--- src/shared/spi_port_regs.svh ---
// register map, field positions, reset values and counts of the serial port
// Operation
// - excess flag bit 11 high while receive count exceeds threshold
// - receive fill count 0..4 reported in status bits 10:8
// - overflow bit 7 set on byte arriving into full receive fifo
// - status read clears event flags; fill counts keep tracking
// - direction clear and threshold bytes received sets bit 6
// - direction set and threshold bytes transmitted sets bit 5
// - transfer starting with empty transmit fifo sets underflow bit 4
// - transmit fill count 0..4 reported in status bits 3:1
// - summary bit 0 set on any port event, cleared by status read
// - status is 32-bit read-only, resets zero, bits 15:12 read zero
// - 8-bit read-only receive data register, reset zero
// - 8-bit write-only transmit data register, reset zero
// - 8-bit write-only baud divider, resets to 0x1b
// - 16-bit read-write control register, resets to zero
// - master serial clock is core clock over 2*(1+divider)
// - two-bit threshold selects one to four bytes
// - bytes shift eight bits, msb first, both lines together
`ifndef SPI_PORT_REGS_SVH
`define SPI_PORT_REGS_SVH

`define ADDR_PORT_STATUS   32'hffff0a00
`define ADDR_RX_DATA       32'hffff0a04
`define ADDR_TX_DATA       32'hffff0a08
`define ADDR_BAUD_DIVIDER  32'hffff0a0c
`define ADDR_PORT_CONTROL  32'hffff0a10
`define ADDR_IRQ_MASK      32'hffff0a14
`define ADDR_IRQ_EVENT     32'hffff0a18

`define RST_PORT_STATUS    32'h00000000
`define RST_DATA           8'h00
`define RST_BAUD_DIVIDER   8'h1b
`define RST_PORT_CONTROL   16'h0000
`define RST_IRQ            4'h0

`define ST_EXCESS_BIT      11
`define ST_RX_LEVEL_LSB    8
`define ST_OVERFLOW_BIT    7
`define ST_RX_IRQ_BIT      6
`define ST_TX_IRQ_BIT      5
`define ST_UNDERFLOW_BIT   4
`define ST_TX_LEVEL_LSB    1
`define ST_SUMMARY_BIT     0

`define EV_OVERFLOW        0
`define EV_RX_IRQ          1
`define EV_TX_IRQ          2
`define EV_UNDERFLOW       3

`define FIFO_DEPTH         4
`define BITS_PER_BYTE      8

`endif

--- src/shared/spi_port_pkg.sv ---
// types of the serial port block
package spi_port_pkg;

   // port_control_reg layout, bit 15 first
   typedef struct packed {
      logic [1:0] irq_threshold_sel;
      logic       tx_flush_en;
      logic       rx_flush_en;
      logic       cont_en;
      logic       loopback_en;
      logic       miso_drive_en;
      logic [1:0] rsv_hi;
      logic       transfer_direction_sel;
      logic [3:0] rsv_lo;
      logic       master_en;
      logic       port_en;
   } ctrl_t;

   // serial pin outputs with their enables
   typedef struct packed {
      logic sclk;
      logic sclk_oe;
      logic mosi;
      logic mosi_oe;
      logic miso;
      logic miso_oe;
      logic ss_n;
      logic ss_oe;
   } pins_out_t;

   typedef enum logic [1:0] {
      st_idle = 2'b01,
      st_xfer = 2'b10
   } mstate_t;

endpackage : spi_port_pkg

--- src/hw/spi_status_and_register_port.sv ---
// serial peripheral port: register file, status, fifos and byte shifter
//
// Implementation choice: the address-and-strobe port.
`timescale 1ns/1ps
`include "spi_port_regs.svh"

module spi_status_and_register_port
   import spi_port_pkg::*;
#(
   parameter int DEPTH = `FIFO_DEPTH
) (
   input  wire logic        i_clk_sys,
   input  wire logic        i_reset,
   input  wire logic        i_ce,
   input  wire logic [31:0] i_addr,
   input  wire logic [31:0] i_wdata,
   input  wire logic        i_wr,
   input  wire logic        i_rd,
   output logic      [31:0] o_rdata,
   output logic             o_irq,
   input  wire logic        i_sclk,
   input  wire logic        i_mosi,
   input  wire logic        i_miso,
   input  wire logic        i_ss_n,
   output pins_out_t        o_pins
);

   localparam int PW = $clog2(DEPTH);
   localparam int CW = PW + 1;
   localparam logic [CW-1:0] FULL = CW'(DEPTH);

   // registers
   ctrl_t           ctrl_r;
   logic [7:0]      div_r;
   logic [3:0]      mask_r;
   logic [3:0]      event_r;
   logic [3:0]      event_nxt;
   logic            ovf_r;
   logic            rxirq_r;
   logic            txirq_r;
   logic            uf_r;
   logic            sum_r;
   logic [7:0]      tx_last_r;

   // fifos
   logic [7:0]      rx_mem_r [DEPTH];
   logic [7:0]      tx_mem_r [DEPTH];
   logic [PW-1:0]   rx_wp_r;
   logic [PW-1:0]   rx_rp_r;
   logic [PW-1:0]   tx_wp_r;
   logic [PW-1:0]   tx_rp_r;
   logic [CW-1:0]   rx_cnt_r;
   logic [CW-1:0]   tx_cnt_r;
   logic [CW-1:0]   rx_cnt_nxt;
   logic [CW-1:0]   tx_cnt_nxt;

   // shifter
   mstate_t         state_r;
   logic [7:0]      div_cnt_r;
   logic            sclk_r;
   logic            sclk_in_r;
   logic            ss_in_r;
   logic [7:0]      sh_out_r;
   logic [7:0]      sh_in_r;
   logic [2:0]      bit_cnt_r;
   logic            reload_r;
   logic [2:0]      sent_cnt_r;

   // register decode
   wire sel_sta  = (i_addr == `ADDR_PORT_STATUS);
   wire sel_rx   = (i_addr == `ADDR_RX_DATA);
   wire sel_tx   = (i_addr == `ADDR_TX_DATA);
   wire sel_div  = (i_addr == `ADDR_BAUD_DIVIDER);
   wire sel_ctl  = (i_addr == `ADDR_PORT_CONTROL);
   wire sel_mask = (i_addr == `ADDR_IRQ_MASK);
   wire sel_ev   = (i_addr == `ADDR_IRQ_EVENT);

   wire sta_rd   = i_rd & sel_sta;
   wire rx_rd    = i_rd & sel_rx;
   wire tx_wr    = i_wr & sel_tx;

   // threshold one to four bytes
   wire [CW-1:0] thr = CW'({1'b0, ctrl_r.irq_threshold_sel}) + CW'(1);

   // shifter control
   wire is_master = ctrl_r.master_en;
   wire enabled   = ctrl_r.port_en;
   wire tx_flush  = ctrl_r.tx_flush_en;
   wire rx_flush  = ctrl_r.rx_flush_en;
   wire dir_tx    = ctrl_r.transfer_direction_sel;
   wire tx_avail  = (tx_cnt_r != '0);
   wire m_idle    = (state_r == st_idle);

   // master starts on queued data or, flushing rx in rx mode, on rx read
   wire m_start   = enabled & is_master & m_idle &
                    ((tx_avail & ~tx_flush) | (rx_rd & rx_flush & ~dir_tx));
   wire s_start   = enabled & ~is_master & ss_in_r & ~i_ss_n;
   wire start     = m_start | s_start;

   wire tick      = (state_r == st_xfer) & (div_cnt_r == div_r);
   wire m_rise    = tick & ~sclk_r;
   wire m_fall    = tick & sclk_r;
   wire s_act     = enabled & ~is_master & ~i_ss_n;
   wire s_rise    = s_act & i_sclk & ~sclk_in_r;
   wire s_fall    = s_act & ~i_sclk & sclk_in_r;
   wire rise      = is_master ? m_rise : s_rise;
   wire fall      = is_master ? m_fall : s_fall;

   // byte load happens at start and on the fall after a finished byte, except where the master frame ends
   wire m_more    = ctrl_r.cont_en & tx_avail & ~tx_flush;
   wire m_end     = is_master & fall & reload_r & ~m_more;
   wire load      = start | (fall & reload_r & ~m_end);
   wire load_pop  = load & tx_avail & ~tx_flush;
   wire load_uf   = load & ~tx_avail;

   wire din       = ctrl_r.loopback_en ? sh_out_r[7] :
                    (is_master ? i_miso : i_mosi);
   wire byte_done = rise & (bit_cnt_r == 3'd7);
   wire [7:0] rx_byte = {sh_in_r[6:0], din};

   // fifo moves
   wire rx_push_req = byte_done & ~rx_flush;
   wire rx_full     = (rx_cnt_r == FULL);
   wire rx_pop      = rx_rd & (rx_cnt_r != '0) & ~rx_flush;
   wire rx_push     = rx_push_req & (~rx_full | rx_pop);
   wire tx_full     = (tx_cnt_r == FULL);
   wire tx_push     = tx_wr & ~tx_flush & (~tx_full | load_pop);

   // event sources
   wire ovf_set   = rx_push_req & rx_full & ~rx_pop;
   wire rxirq_set = rx_push & ~dir_tx & (rx_cnt_nxt >= thr);
   wire [2:0] sent_nxt = sent_cnt_r + 3'd1;
   wire txirq_set = byte_done & dir_tx &
                    (CW'(sent_nxt) >= thr);
   wire uf_set    = load_uf & ~tx_flush;
   wire any_set   = ovf_set | rxirq_set | txirq_set | uf_set;

   // status word
   wire excess = (rx_cnt_r > thr);
   wire [31:0] status_word = {
      16'h0000,
      4'h0,
      excess,
      rx_cnt_r,
      ovf_r,
      rxirq_r,
      txirq_r,
      uf_r,
      tx_cnt_r,
      sum_r
   };

   wire [3:0] ev_src = {uf_set, txirq_set, rxirq_set, ovf_set};
   wire [PW-1:0] rx_wp_nxt = rx_wp_r + PW'(1);
   wire [PW-1:0] rx_rp_nxt = rx_rp_r + PW'(1);
   wire [PW-1:0] tx_wp_nxt = tx_wp_r + PW'(1);
   wire [PW-1:0] tx_rp_nxt = tx_rp_r + PW'(1);
   wire [7:0] tx_head = tx_mem_r[tx_rp_r];
   wire [7:0] rx_head = rx_mem_r[rx_rp_r];

   // write-only registers and unmapped addresses read zero
   wire [31:0] rd_mux =
      sel_sta  ? status_word :
      sel_rx   ? {24'h000000, rx_head} :
      sel_ctl  ? {16'h0000, ctrl_r} :
      sel_mask ? {28'h0000000, mask_r} :
      sel_ev   ? {28'h0000000, event_r} :
      32'h00000000;

   // set wins over write-one-to-clear
   assign event_nxt = (event_r & ~(i_wr & sel_ev ? i_wdata[3:0] : 4'h0))
                      | ev_src;

   assign rx_cnt_nxt = rx_flush ? '0 :
                       rx_cnt_r + CW'(rx_push) - CW'(rx_pop);
   assign tx_cnt_nxt = tx_flush ? '0 :
                       tx_cnt_r + CW'(tx_push) - CW'(load_pop);

   assign o_irq = |(event_r & mask_r);

   // pins; miso without drive enable acts as open drain
   assign o_pins.sclk    = sclk_r;
   assign o_pins.sclk_oe = enabled & is_master;
   assign o_pins.mosi    = sh_out_r[7];
   assign o_pins.mosi_oe = enabled & is_master;
   assign o_pins.miso    = sh_out_r[7];
   assign o_pins.miso_oe = s_act & (ctrl_r.miso_drive_en | ~sh_out_r[7]);
   assign o_pins.ss_n    = ~(is_master & ~m_idle);
   assign o_pins.ss_oe   = enabled & is_master;

   // bus registers
   always_ff @(posedge i_clk_sys) begin
      if (i_reset) begin
         ctrl_r  <= ctrl_t'(`RST_PORT_CONTROL);
         div_r   <= `RST_BAUD_DIVIDER;
         mask_r  <= `RST_IRQ;
         event_r <= `RST_IRQ;
         o_rdata <= `RST_PORT_STATUS;
      end else if (i_ce) begin
         if (i_wr & sel_ctl) begin
            ctrl_r <= ctrl_t'(i_wdata[15:0]);
         end
         if (i_wr & sel_div) begin
            div_r <= i_wdata[7:0];
         end
         if (i_wr & sel_mask) begin
            mask_r <= i_wdata[3:0];
         end
         event_r <= event_nxt;
         if (i_rd) begin
            o_rdata <= rd_mux;
         end
      end
   end

   // clear-on-read flags; a set in the read cycle survives
   always_ff @(posedge i_clk_sys) begin
      if (i_reset) begin
         ovf_r   <= 1'b0;
         rxirq_r <= 1'b0;
         txirq_r <= 1'b0;
         uf_r    <= 1'b0;
         sum_r   <= 1'b0;
      end else if (i_ce) begin
         ovf_r   <= ovf_set   | (ovf_r   & ~sta_rd);
         rxirq_r <= rxirq_set | (rxirq_r & ~sta_rd);
         txirq_r <= txirq_set | (txirq_r & ~sta_rd);
         uf_r    <= uf_set    | (uf_r    & ~sta_rd);
         sum_r   <= any_set   | (sum_r   & ~sta_rd);
      end
   end

   // receive fifo
   always_ff @(posedge i_clk_sys) begin
      if (i_reset) begin
         rx_wp_r  <= '0;
         rx_rp_r  <= '0;
         rx_cnt_r <= '0;
      end else if (i_ce) begin
         if (rx_flush) begin
            rx_wp_r <= '0;
            rx_rp_r <= '0;
         end else begin
            if (rx_push) begin
               rx_wp_r <= rx_wp_nxt;
            end
            if (rx_pop) begin
               rx_rp_r <= rx_rp_nxt;
            end
         end
         rx_cnt_r <= rx_cnt_nxt;
      end
   end

   always_ff @(posedge i_clk_sys) begin
      if (i_reset) begin
         for (int i = 0; i < DEPTH; i++) begin
            rx_mem_r[i] <= `RST_DATA;
         end
      end else if (i_ce && rx_push) begin
         rx_mem_r[rx_wp_r] <= rx_byte;
      end
   end

   // transmit fifo; writes ignored while flushing, or while full unless load_pop takes a byte in the same cycle
   always_ff @(posedge i_clk_sys) begin
      if (i_reset) begin
         tx_wp_r  <= '0;
         tx_rp_r  <= '0;
         tx_cnt_r <= '0;
      end else if (i_ce) begin
         if (tx_flush) begin
            tx_wp_r <= '0;
            tx_rp_r <= '0;
         end else begin
            if (tx_push) begin
               tx_wp_r <= tx_wp_nxt;
            end
            if (load_pop) begin
               tx_rp_r <= tx_rp_nxt;
            end
         end
         tx_cnt_r <= tx_cnt_nxt;
      end
   end

   always_ff @(posedge i_clk_sys) begin
      if (i_reset) begin
         for (int i = 0; i < DEPTH; i++) begin
            tx_mem_r[i] <= `RST_DATA;
         end
      end else if (i_ce && tx_push) begin
         tx_mem_r[tx_wp_r] <= i_wdata[7:0];
      end
   end

   // master clock generator and frame state
   always_ff @(posedge i_clk_sys) begin
      if (i_reset) begin
         state_r   <= st_idle;
         div_cnt_r <= 8'h00;
         sclk_r    <= 1'b0;
      end else if (i_ce) begin
         case (state_r)
            st_idle: begin
               div_cnt_r <= 8'h00;
               sclk_r    <= 1'b0;
               if (m_start) begin
                  state_r <= st_xfer;
               end
            end
            st_xfer: begin
               // half period of div+1 core clocks
               if (tick) begin
                  div_cnt_r <= 8'h00;
                  sclk_r    <= ~sclk_r;
               end else begin
                  div_cnt_r <= div_cnt_r + 8'h01;
               end
               if (m_end | ~enabled | ~is_master) begin
                  state_r <= st_idle;
               end
            end
            default: begin
               state_r <= st_idle;
            end
         endcase
      end
   end

   // byte shifter: sample on rising edge, shift on falling edge
   always_ff @(posedge i_clk_sys) begin
      if (i_reset) begin
         sclk_in_r  <= 1'b0;
         ss_in_r    <= 1'b1;
         sh_out_r   <= `RST_DATA;
         sh_in_r    <= `RST_DATA;
         bit_cnt_r  <= 3'd0;
         reload_r   <= 1'b0;
         sent_cnt_r <= 3'd0;
         tx_last_r  <= `RST_DATA;
      end else if (i_ce) begin
         sclk_in_r <= i_sclk;
         ss_in_r   <= i_ss_n;
         if (start) begin
            bit_cnt_r <= 3'd0;
            reload_r  <= 1'b0;
         end
         if (load) begin
            reload_r <= 1'b0;
            // an empty fifo sends zeros
            sh_out_r <= load_pop ? tx_head : 8'h00;
            if (load_pop) begin
               tx_last_r <= tx_head;
            end
         end else if (fall & ~reload_r) begin
            sh_out_r <= {sh_out_r[6:0], 1'b0};
         end
         if (rise) begin
            sh_in_r   <= rx_byte;
            bit_cnt_r <= bit_cnt_r + 3'd1;
         end
         if (byte_done) begin
            reload_r <= 1'b1;
         end
         if (tx_flush | ~dir_tx) begin
            sent_cnt_r <= 3'd0;
         end else if (byte_done) begin
            sent_cnt_r <= txirq_set ? 3'd0 : sent_nxt;
         end
      end
   end

endmodule : spi_status_and_register_port

--- config.mk ---
export PLATFORM = sky130hd
export DESIGN_NAME = spi_status_and_register_port
export DESIGN_NICKNAME = d
export VERILOG_FILES = /design/src/shared/spi_port_pkg.sv /design/src/hw/spi_status_and_register_port.sv
export VERILOG_INCLUDE_DIRS = /design/src /design/src/shared
export SDC_FILE = /design/constraint.sdc
export NUM_CORES = 1
export LEC_CHECK = 0
export ABC_AREA = 0
export ABC_CLOCK_PERIOD_IN_PS = 8400
export BUFFER_PORTS_ARGS = -buffer_cell sky130_fd_sc_hd__buf_2
export CAP_MARGIN = 5
export CORE_MARGIN = 5
export CORE_UTILIZATION = 41
export DETAILED_ROUTE_END_ITERATION = 10
export HOLD_SLACK_MARGIN = 0.08
export PLACE_DENSITY = 0.63
export SYNTH_ARGS = -nofsm -noshare
export SYNTH_HDL_FRONTEND = slang
export SYNTH_SLANG_ARGS = --single-unit
--- constraint.sdc ---
create_clock -name i_clk_sys -period 8.4 [get_ports i_clk_sys]
set_clock_uncertainty 0.2 [all_clocks]
set_input_delay 1.68 -clock i_clk_sys [delete_from_list [all_inputs] [get_ports i_clk_sys]]
set_output_delay 1.68 -clock i_clk_sys [all_outputs]
set_load 0.1 [all_outputs]
==> results of run 1 <==
[power breakdown]
group | internal, W | total (W) | switching, W
logic | 0.0000257 | 0.000117 | 0.0000912
clock network | 0.000384 | 0.000733 | 0.000349
registers | 0.000870 | 0.000875 | 0.00000527
total | 0.00128 | 0.00173 | 0.000445
[worst max-delay path by stage]
stage | endpoint | depth (start not counted)
after floorplan | o_pins[2] | 2
after global placement | sum_r$_SDFFE_PP0P_ | 19
after detailed placement | sum_r$_SDFFE_PP0P_ | 19
after CTS | sum_r$_SDFFE_PP0P_ | 19
after global routing | sum_r$_SDFFE_PP0P_ | 19
final | sum_r$_SDFFE_PP0P_ | 19
[tightest hold or removal path, stage by stage, from the launching register on]
cell	delay, ns
sky130_fd_sc_hd__dfxtp_1	0.31
sky130_fd_sc_hd__nand2_1	0.05
sky130_fd_sc_hd__a21oi_1	0.05
[routing by layer]
metal | global-route usage [%] | wire [µm] | up-vias
met5 | 0 | 0 | -
met4 | 4.54 | 240 | 0
met3 | 4.32 | 1340 | 24
met2 | 27.0 | 9200 | 218
met1 | 24.5 | 9640 | 3006
li1 | - | - | 3087
[metrics by stage]
| step | std cells | hold WS [ns] |
|---|---|---|
| 6_report | 1158 | 0.251 |
| 5_1_grt | 1157 | 0.275 |
| 3_3_place_gp | 1125 | 0.240 |
| 2_1_floorplan | 824 | 0.232 |
| 4_1_cts | 1157 | 0.255 |
| 3_5_place_dp | 1125 | 0.245 |
[layout by cell type, fill, tap and decap left out, drive strengths merged, types with 4 or more instances in the layout]
cell	n
dfxtp	106
buf	91
nor2	84
edfxtp	64
nand2	57
mux2i	42
and2	40
and3	35
inv	35
a21oi	32
nand4	21
ha	19
clkbuf	17
mux4	16
conb	16
o21ai	15
nor4	15
nand3	14
nor3	13
xnor2	12
a221o	11
a21o	9
a31oi	9
clkinv	9
or4	8
a221oi	8
a211oi	7
xor2	6
or3	6
a22oi	5
nor3b	4
o21a	4
nand2b	4
a222oi	4
a22o	4
o31ai	4
[layout make-up]
class,count,area [µm²]
Fill cell,1918,10700
Sequential cell,170,4040
Multi-Input combinational cell,563,3940
Timing Repair Buffer,91,480
Clock buffer,17,425
Tap cell,270,338
Clock inverter,15,119
Inverter,31,116
Antenna cell,1,2.50
[registers in the layout, indices dropped and copies added, names as in the netlist, 3 cells and up, named ones only]
signal / cells
sh_in_r: 7
sh_out_r: 8
rx_mem_r: 32
o_rdata: 16
tx_cnt_r: 3
event_r: 4
div_r: 8
tx_mem_r: 32
bit_cnt_r: 3
rx_cnt_r: 3
ctrl_r: 11
mask_r: 4
div_cnt_r: 8
sent_cnt_r: 3
[kinds of logic (layout without fill, tap and decap cells)]
group / Yosys count / in the layout / synth area share [%]
muxes: 59 / 59 / 9.48
buffers and inverters: 91 / 154 / 5.17
AOI/OAI and AO/OA: 130 / 130 / 11.1
other: 1 / 17 / 0.0449
and+or+nand+nor: 319 / 319 / 20.6
xor gates and xnor gates: 18 / 18 / 1.89
adders and majority gates: 21 / 21 / 3.33
DFF: 170 / 170 / 48.4
==> results.txt, run 1 <==
----------------------------------------------------
[Worst setup path]
  Startpoint of the most critical setup path ... i_addr[5]
  Endpoint class of the critical path ... register
  Class of the most critical setup path ... input port to register
  Length in cells of the worst reg-to-reg path ... 17
  Most used cell along the critical path ... sky130_fd_sc_hd__ha_1
  CP Data Arrival Time ... 6.30 ns
  Worst-path cell with the longest stage delay ... sky130_fd_sc_hd__nor4_1
  Worst r2r src ... is_master$_SDFFE_PP0P_
  Number of buffer and inverter instances along the worst setup path ... 3
  Delay-heaviest family, CP ... simple AND/OR/NAND/NOR gates
  Startpoint class of the critical path ... input port
  Required time worst endpoint ... 8.48 ns
  CP Max Fanout ... 6
  Cell-by-cell trace of the critical path ... buf_2, or4b_1, nor4_1, nand4_1, a21oi_1, nand2_1, ha_1, inv_1, ha_1, inv_1, fa_1, xor2_1, xnor2_1, nor2_1, ha_1, a21oi_1, nor2_1, nand4_1, a41oi_1
  Reg-to-reg critical path endpoint ... sum_r$_SDFFE_PP0P_
  Worst-case register-to-register setup slack ... 3.79 ns
  Largest stage delay on the critical path ... 0.91 ns

[Cells and area]
  Final Util ... 46.9%
  Design area ... 0.00947 mm²
  Fraction of layout instances using a drive strength above 1 ... 17.7%
  Number of nets in the final layout ... 968
  Relative area change from synthesis to final layout ... 13.4%

[Synth]
  Sequential element share of the synthesized area ... 48.4%
  Post-synth top area share ... 25.4%
  Number of enable-type register cells in the synthesized netlist ... 64
  Cell types with the highest counts after synthesis ... sky130_fd_sc_hd__dfxtp_1 (106), sky130_fd_sc_hd__nor2_1 (84), sky130_fd_sc_hd__edfxtp_1 (64)
  Number of warnings reported in the yosys synthesis log ... 0
  Async set-or-reset flop fraction in the synthesized netlist ... 0%
  Total of flip-flops plus latches after synthesis ... 170
  Biggest area contributors in the synthesized netlist ... sky130_fd_sc_hd__dfxtp_1 (25%), sky130_fd_sc_hd__edfxtp_1 (23%), sky130_fd_sc_hd__mux2i_1 (5.0%)
  Number of distinct library cells after synthesis ... 68
  Post-synthesis instance area ... 0.00835 mm²
  Mean instance size in the synthesized netlist ... 10.3 µm²
  Post-synth top flop ... sky130_fd_sc_hd__dfxtp_1
  Most frequent cell after synthesis ... sky130_fd_sc_hd__dfxtp_1
  Largest area contributor in the synthesized netlist ... sky130_fd_sc_hd__dfxtp_1
  Post-synthesis instance total ... 809

[Power]
  VDD IR-drop max ... 0.000144 V
  Leakage power of the design ... 3.78 nW
  Final Power ... 0.00173 W
  Pwr/cell area ... 182 mW/mm²

[Routing]
  Total number of vias ... 6335
  Per-cell via count in the routed design ... 5.47
  Number of iterations in the first detailed-routing pass ... 5
  Detailed Route WL ... 20400 µm
  Number of nets with antenna violations after detailed routing ... 0
  Remaining routing DRC violations ... 0
  Routed wire per std cell ... 17.6 µm
  Detailed Route Iter0 Violations ... 531

[Clocking]
  CTS root buf ... sky130_fd_sc_hd__clkbuf_16
  Clock Sinks ... 170
  Maximum buffer depth of the clock tree ... 2
  Cts bufs inserted ... 17
  Post-CTS repair timing setup buffer count ... 0
  Number of levels the H-tree was split into ... 4
  Cells resized by post-CTS repair ... 0
  CTS hold repair buffers ... 0
  Clock transition at the registers of the reported paths ... 0.07 ns
  Clock tree from TritonCTS ... built
  Worst skew pair latency ... 0.44 ns

[STA]
  Post-route worst setup slack ... 2.18 ns
  Slew of the pin with the lowest slew margin ... 1.11 ns
  Number of pins exceeding their max-slew limit in the final report ... 0
  Max-slew headroom at the worst pin ... 25.3%
  Summed negative setup slack over all endpoints ... 0 ns
  Tmin final ... 6.22 ns
  Unrepaired setup endpoints after global routing ... no
  Maximum frequency from static timing analysis ... 0.161 GHz
  Final period util ... 74.0%
  Hold Vio Cnt, Final ... 0
  Setup Viol. Count Final ... 0

[Floorplan]
  FP Rows ... 52
  Height of the die ... 153 µm
  Placeable core region ... 0.0202 mm²
  Die outline area ... 0.0233 mm²
  Effective utilization at floorplan ... 41.4%
  Horiz. Die Dim ... 153 µm
  Top-level port count ... 114

[Placement]
  Hpwl dp ... 14500 µm
  Port buffer count ... 81
  Gp weighted congestion ... 0.834
  Dpl cell area ... 0.00892 mm²
  Place WS ... 1.83 ns

[Hold path]
  Critical hold path startpoint ... o_rdata[15]$_SDFFE_PP0P_
  Worst min path class ... register to register
  Min-Delay Path Depth ... 2
  Hold endpoint ... o_rdata[15]$_SDFFE_PP0P_

[Global routing]
  GRT Resource Usage Total ... 17.4%
  Overall overflow remaining after global route ... 0
  First-pass GRT wire length ... 32600 µm
  Number of antenna violations at the first check in global routing ... 0
  Largest net degree at the start of global routing ... 65
  Vias in the first global route ... 5963

[Job]
  Max Cap Viol ... 0

[Outcome]
  Status ... finished clean

----------------------------------------------------
Power figures use the tool's default switching activity.
==> inputs of run 2 (changes only) <==
--- a/config.mk
+++ b/config.mk
@@ -6,15 +6,15 @@
 export SDC_FILE = /design/constraint.sdc
 export NUM_CORES = 1
 export LEC_CHECK = 0
-export ABC_AREA = 0
-export ABC_CLOCK_PERIOD_IN_PS = 8400
+export ABC_AREA = 1
+export ABC_CLOCK_PERIOD_IN_PS = 5400
 export BUFFER_PORTS_ARGS = -buffer_cell sky130_fd_sc_hd__buf_2
 export CAP_MARGIN = 5
 export CORE_MARGIN = 5
 export CORE_UTILIZATION = 41
 export DETAILED_ROUTE_END_ITERATION = 10
 export HOLD_SLACK_MARGIN = 0.08
-export PLACE_DENSITY = 0.63
+export PLACE_DENSITY = 0.65
 export SYNTH_ARGS = -nofsm -noshare
 export SYNTH_HDL_FRONTEND = slang
 export SYNTH_SLANG_ARGS = --single-unit
==> constraint.sdc (replaced) <==
create_clock -name i_clk_sys -period 5.4 [get_ports i_clk_sys]
set_clock_uncertainty 0.2 [all_clocks]
set_input_delay 1.08 -clock i_clk_sys [delete_from_list [all_inputs] [get_ports i_clk_sys]]
set_output_delay 1.08 -clock i_clk_sys [all_outputs]
set_load 0.1 [all_outputs]
==> run 2 against run 1 <==
Setup slack lost 1.1 ns. Die area grew 2.2%. Synthesized cell count grew 26%. First-iteration DRC count shrank 31%. Largest power group unchanged. Highest routed layer unchanged.
==> results.txt, run 2 <==
----------------------------------------------------
[Worst setup path]
  Class of the most critical setup path ... input port to register (unchanged)
  Cell-by-cell trace of the critical path ... buf_2, nor2_1, nand4_2, nor2_2, nand4_2, o21ai_2, nand2_1, ha_1, inv_1, ha_1, inv_1, fa_1, o21ai_0, a21oi_1, ha_1, a21oi_1, o211ai_1, nand3_1, nand2_1, nor2_1, a21oi_1 (was buf_2, or4b_1, nor4_1, nand4_1, a21oi_1, nand2_1, ha_1, inv_1, ha_1, inv_1, fa_1, xor2_1, xnor2_1, nor2_1, ha_1, a21oi_1, nor2_1, nand4_1, a41oi_1)
  Endpoint class of the critical path ... register (unchanged)
  Largest stage delay on the critical path ... 0.37 ns (was 0.91 ns)
  Startpoint class of the critical path ... input port (unchanged)
  CP Max Fanout ... 6 (unchanged)
  Worst-path cell with the longest stage delay ... sky130_fd_sc_hd__fa_1 (was sky130_fd_sc_hd__nor4_1)
  Required time worst endpoint ... 5.50 ns (was 8.48 ns)
  CP Data Arrival Time ... 4.45 ns (was 6.30 ns)

[Floorplan]
  Horiz. Die Dim ... 154 µm (was 153 µm)
  Top-level port count ... 114 (unchanged)
  Die outline area ... 0.0238 mm² (was 0.0233 mm²)
  Height of the die ... 154 µm (was 153 µm)
  FP Rows ... 52 (unchanged)
  Effective utilization at floorplan ... 42.0% (was 41.4%)
  Placeable core region ... 0.0204 mm² (was 0.0202 mm²)

[Global routing]
  Overall overflow remaining after global route ... 0 (unchanged)
  Vias in the first global route ... 6841 (was 5963)
  Number of antenna violations at the first check in global routing ... 0 (unchanged)
  First-pass GRT wire length ... 34600 µm (was 32600 µm)
  GRT Resource Usage Total ... 18.1% (was 17.4%)
  Largest net degree at the start of global routing ... 50 (was 65)

[Routing]
  Routed wire per std cell ... 15.6 µm (was 17.6 µm)
  Remaining routing DRC violations ... 0 (unchanged)
  Detailed Route WL ... 21400 µm (was 20400 µm)
  Number of nets with antenna violations after detailed routing ... 0 (unchanged)
  Total number of vias ... 7097 (was 6335)
  Number of iterations in the first detailed-routing pass ... 4 (was 5)
  Detailed Route Iter0 Violations ... 365 (was 531)
  Per-cell via count in the routed design ... 5.17 (was 5.47)

[Cells and area]
  Relative area change from synthesis to final layout ... 13.3% (was 13.4%)
  Number of nets in the final layout ... 1185 (was 968)
  Highest-count cells in the layout ignoring fill and taps ... sky130_fd_sc_hd__nand2_1 (181), sky130_fd_sc_hd__nor2_1 (127), sky130_fd_sc_hd__dfxtp_1 (106) (was sky130_fd_sc_hd__dfxtp_1 (106), sky130_fd_sc_hd__nor2_1 (84), sky130_fd_sc_hd__buf_2 (81))
  Most common library cell in the layout ignoring fill and taps ... sky130_fd_sc_hd__nand2_1 (was sky130_fd_sc_hd__dfxtp_1)
  Final Util ... 47.5% (was 46.9%)
  Count of antenna diodes in the layout ... 0 (was 1)
  Leading registers by flop count ... rx_mem_r: 32 flops, tx_mem_r: 32 flops, o_rdata: 16 flops (unchanged)
  Design area ... 0.00968 mm² (was 0.00947 mm²)
  Fraction of layout instances using a drive strength above 1 ... 17.6% (was 17.7%)
  Non-filler cells, final ... 1374 (was 1158)
  Number of fill cells ... 1991 (was 1918)

[Power]
  Proportion of total power due to net switching ... 27.0% (was 25.8%)
  Comb power frac ... 6.3% (was 6.8%)
  Leakage power of the design ... 3.82 nW (was 3.78 nW)
  Net load switching power ... 0.000747 W (was 0.000445 W)
  Pwr/cell area ... 286 mW/mm² (was 182 mW/mm²)
  Portion of total power attributed to sequential cells ... 49.1% (was 50.7%)
  Share of total power in the clock network ... 44.6% (was 42.5%)
  Internal power ... 0.00202 W (was 0.00128 W)
  VDD IR-drop max ... 0.000208 V (was 0.000144 V)

[Clocking]
  CTS root buf ... sky130_fd_sc_hd__clkbuf_16 (unchanged)
  Cells resized by post-CTS repair ... 0 (unchanged)
  Cts bufs inserted ... 17 (unchanged)
  Number of levels the H-tree was split into ... 4 (unchanged)
  Clock transition at the registers of the reported paths ... 0.07 ns (about the same)
  CTS hold repair buffers ... 0 (unchanged)
  Clock Sinks ... 170 (unchanged)
  Post-CTS repair timing setup buffer count ... 0 (unchanged)
  Maximum buffer depth of the clock tree ... 2 (unchanged)
  Worst skew pair latency ... 0.44 ns (about the same)
  Clock tree from TritonCTS ... built (unchanged)

[Synth]
  Post-synth top flop ... sky130_fd_sc_hd__dfxtp_1 (unchanged)
  Post-synthesis instance total ... 1020 (was 809)
  Post-synthesis instance area ... 0.00855 mm² (was 0.00835 mm²)
  Total of flip-flops plus latches after synthesis ... 170 (unchanged)
  Cell types with the highest counts after synthesis ... sky130_fd_sc_hd__nand2_1 (181), sky130_fd_sc_hd__nor2_1 (127), sky130_fd_sc_hd__dfxtp_1 (106) (was sky130_fd_sc_hd__dfxtp_1 (106), sky130_fd_sc_hd__nor2_1 (84), sky130_fd_sc_hd__edfxtp_1 (64))
  Number of warnings reported in the yosys synthesis log ... 0 (unchanged)
  Post-synth top area share ... 24.8% (was 25.4%)
  Mean instance size in the synthesized netlist ... 8.38 µm² (was 10.3 µm²)
  Async set-or-reset flop fraction in the synthesized netlist ... 0% (unchanged)
  Sequential element share of the synthesized area ... 47.3% (was 48.4%)
  Number of enable-type register cells in the synthesized netlist ... 64 (unchanged)
  Number of distinct library cells after synthesis ... 48 (was 68)
  Most frequent cell after synthesis ... sky130_fd_sc_hd__nand2_1 (was sky130_fd_sc_hd__dfxtp_1)
  Biggest area contributors in the synthesized netlist ... sky130_fd_sc_hd__dfxtp_1 (25%), sky130_fd_sc_hd__edfxtp_1 (22%), sky130_fd_sc_hd__nand2_1 (8.0%) (was sky130_fd_sc_hd__dfxtp_1 (25%), sky130_fd_sc_hd__edfxtp_1 (23%), sky130_fd_sc_hd__mux2i_1 (5.0%))
  Largest area contributor in the synthesized netlist ... sky130_fd_sc_hd__dfxtp_1 (unchanged)

[STA]
  Post-route worst setup slack ... 1.04 ns (was 2.18 ns)
  Final period util ... 80.7%
  Maximum frequency from static timing analysis ... 0.229 GHz
  Number of pins exceeding their max-slew limit in the final report ... 0 (unchanged)
  Setup Viol. Count Final ... 0 (unchanged)
  Tmin final ... 4.36 ns
  Max-slew headroom at the worst pin ... 22.6% (was 25.3%)
  Unrepaired setup endpoints after global routing ... no (unchanged)
  Summed negative setup slack over all endpoints ... 0 ns (unchanged)
  Hold Vio Cnt, Final ... 0 (unchanged)
  Slew of the pin with the lowest slew margin ... 1.16 ns (was 1.11 ns)

[Placement]
  Place WS ... 0.549 ns (was 1.83 ns)
  Hpwl dp ... 15400 µm (was 14500 µm)
  Dpl cell area ... 0.00910 mm² (was 0.00892 mm²)
  # placed instances ... 1342 (was 1125)
  Port buffer count ... 81 (unchanged)
  Gp weighted congestion ... 0.839 (was 0.834)

[Job]
  Max Cap Viol ... 0 (unchanged)

[Outcome]
  Status ... finished clean (unchanged)

[Hold path]
  Worst min path class ... register to register (unchanged)

----------------------------------------------------
==> run 2: per-stage QoR <==
| stage | hold slack (ns) | total power [W] |
|---|---|---|
| finish | 0.263 | 0.00276 |
| global route | 0.282 | 0.00285 |
| CTS | 0.264 | 0.00278 |
| detailed placement | 0.245 | 0.00156 |
| global placement | 0.239 | 0.00156 |
| floorplan | 0.229 | 0.00151 |
==> run 2: final timing paths <==
path              slack [ns]  cells after the start                        to                     start
setup / recovery        1.04                     21        sum_r$_SDFFE_PP0P_                i_addr[12]
setup reg to reg        1.51                     23        sum_r$_SDFFE_PP0P_   state_r[0]$_SDFFE_PP1P_
hold reg to reg         0.26                      2  o_rdata[14]$_SDFFE_PP0P_  o_rdata[14]$_SDFFE_PP0P_
hold / removal          0.26                      2  o_rdata[14]$_SDFFE_PP0P_  o_rdata[14]$_SDFFE_PP0P_
==> run 2: area by class of cell <==
type / instances / area, µm² / share of cell area (%)
Inverter: 103 / 387 / 3.99
Clock inverter: 15 / 160 / 1.65
Multi-Input combinational cell: 705 / 3820 / 39.5
Clock buffer: 17 / 425 / 4.39
Tap cell: 270 / 338 / 3.49
Sequential cell: 170 / 4040 / 41.8
Timing Repair Buffer: 94 / 503 / 5.20
==> run 2: power groups by stage <==
stage / registers [W] / clock network [W] / logic (W)
2_1_floorplan: 0.00139 / 0 / 0.000127
3_3_place_gp: 0.00139 / 0 / 0.000171
3_5_place_dp: 0.00139 / 0 / 0.000174
4_1_cts: 0.00136 / 0.00125 / 0.000175
5_1_grt: 0.00136 / 0.00130 / 0.000190
6_report: 0.00136 / 0.00123 / 0.000174
==> run 2: critical path: cells and delay by family <==
| kind | cells | cell delay (ns) |
|---|---|---|
| buffers and inverters | 3 | 0.21 |
| AND/OR/NAND/NOR | 8 | 1.26 |
| adder cells (fa/ha/maj) | 4 | 1.11 |
| AO/OA/AOI/OAI | 6 | 0.80 |
==> run 2: cells by family (layout without fill, tap and decap cells) <==
group,count (synthesis),after routing,share of synthesized area (%)
AO/OA/AOI/OAI,223,223,14.7
XOR/XNOR,13,13,1.33
AND/OR/NAND/NOR,432,432,24.8
flip-flops,170,170,47.3
adder cells (fa/ha/maj),21,21,3.25
buffers and inverters,160,229,8.58
other,1,16,0.0439
==> run 2: per-layer routing <==
layer	global-route usage, %	share of wire, %
met3	2.82	4.0
met4	7.53	2.6
met2	31.9	51
met5	0	0
met1	22.1	43
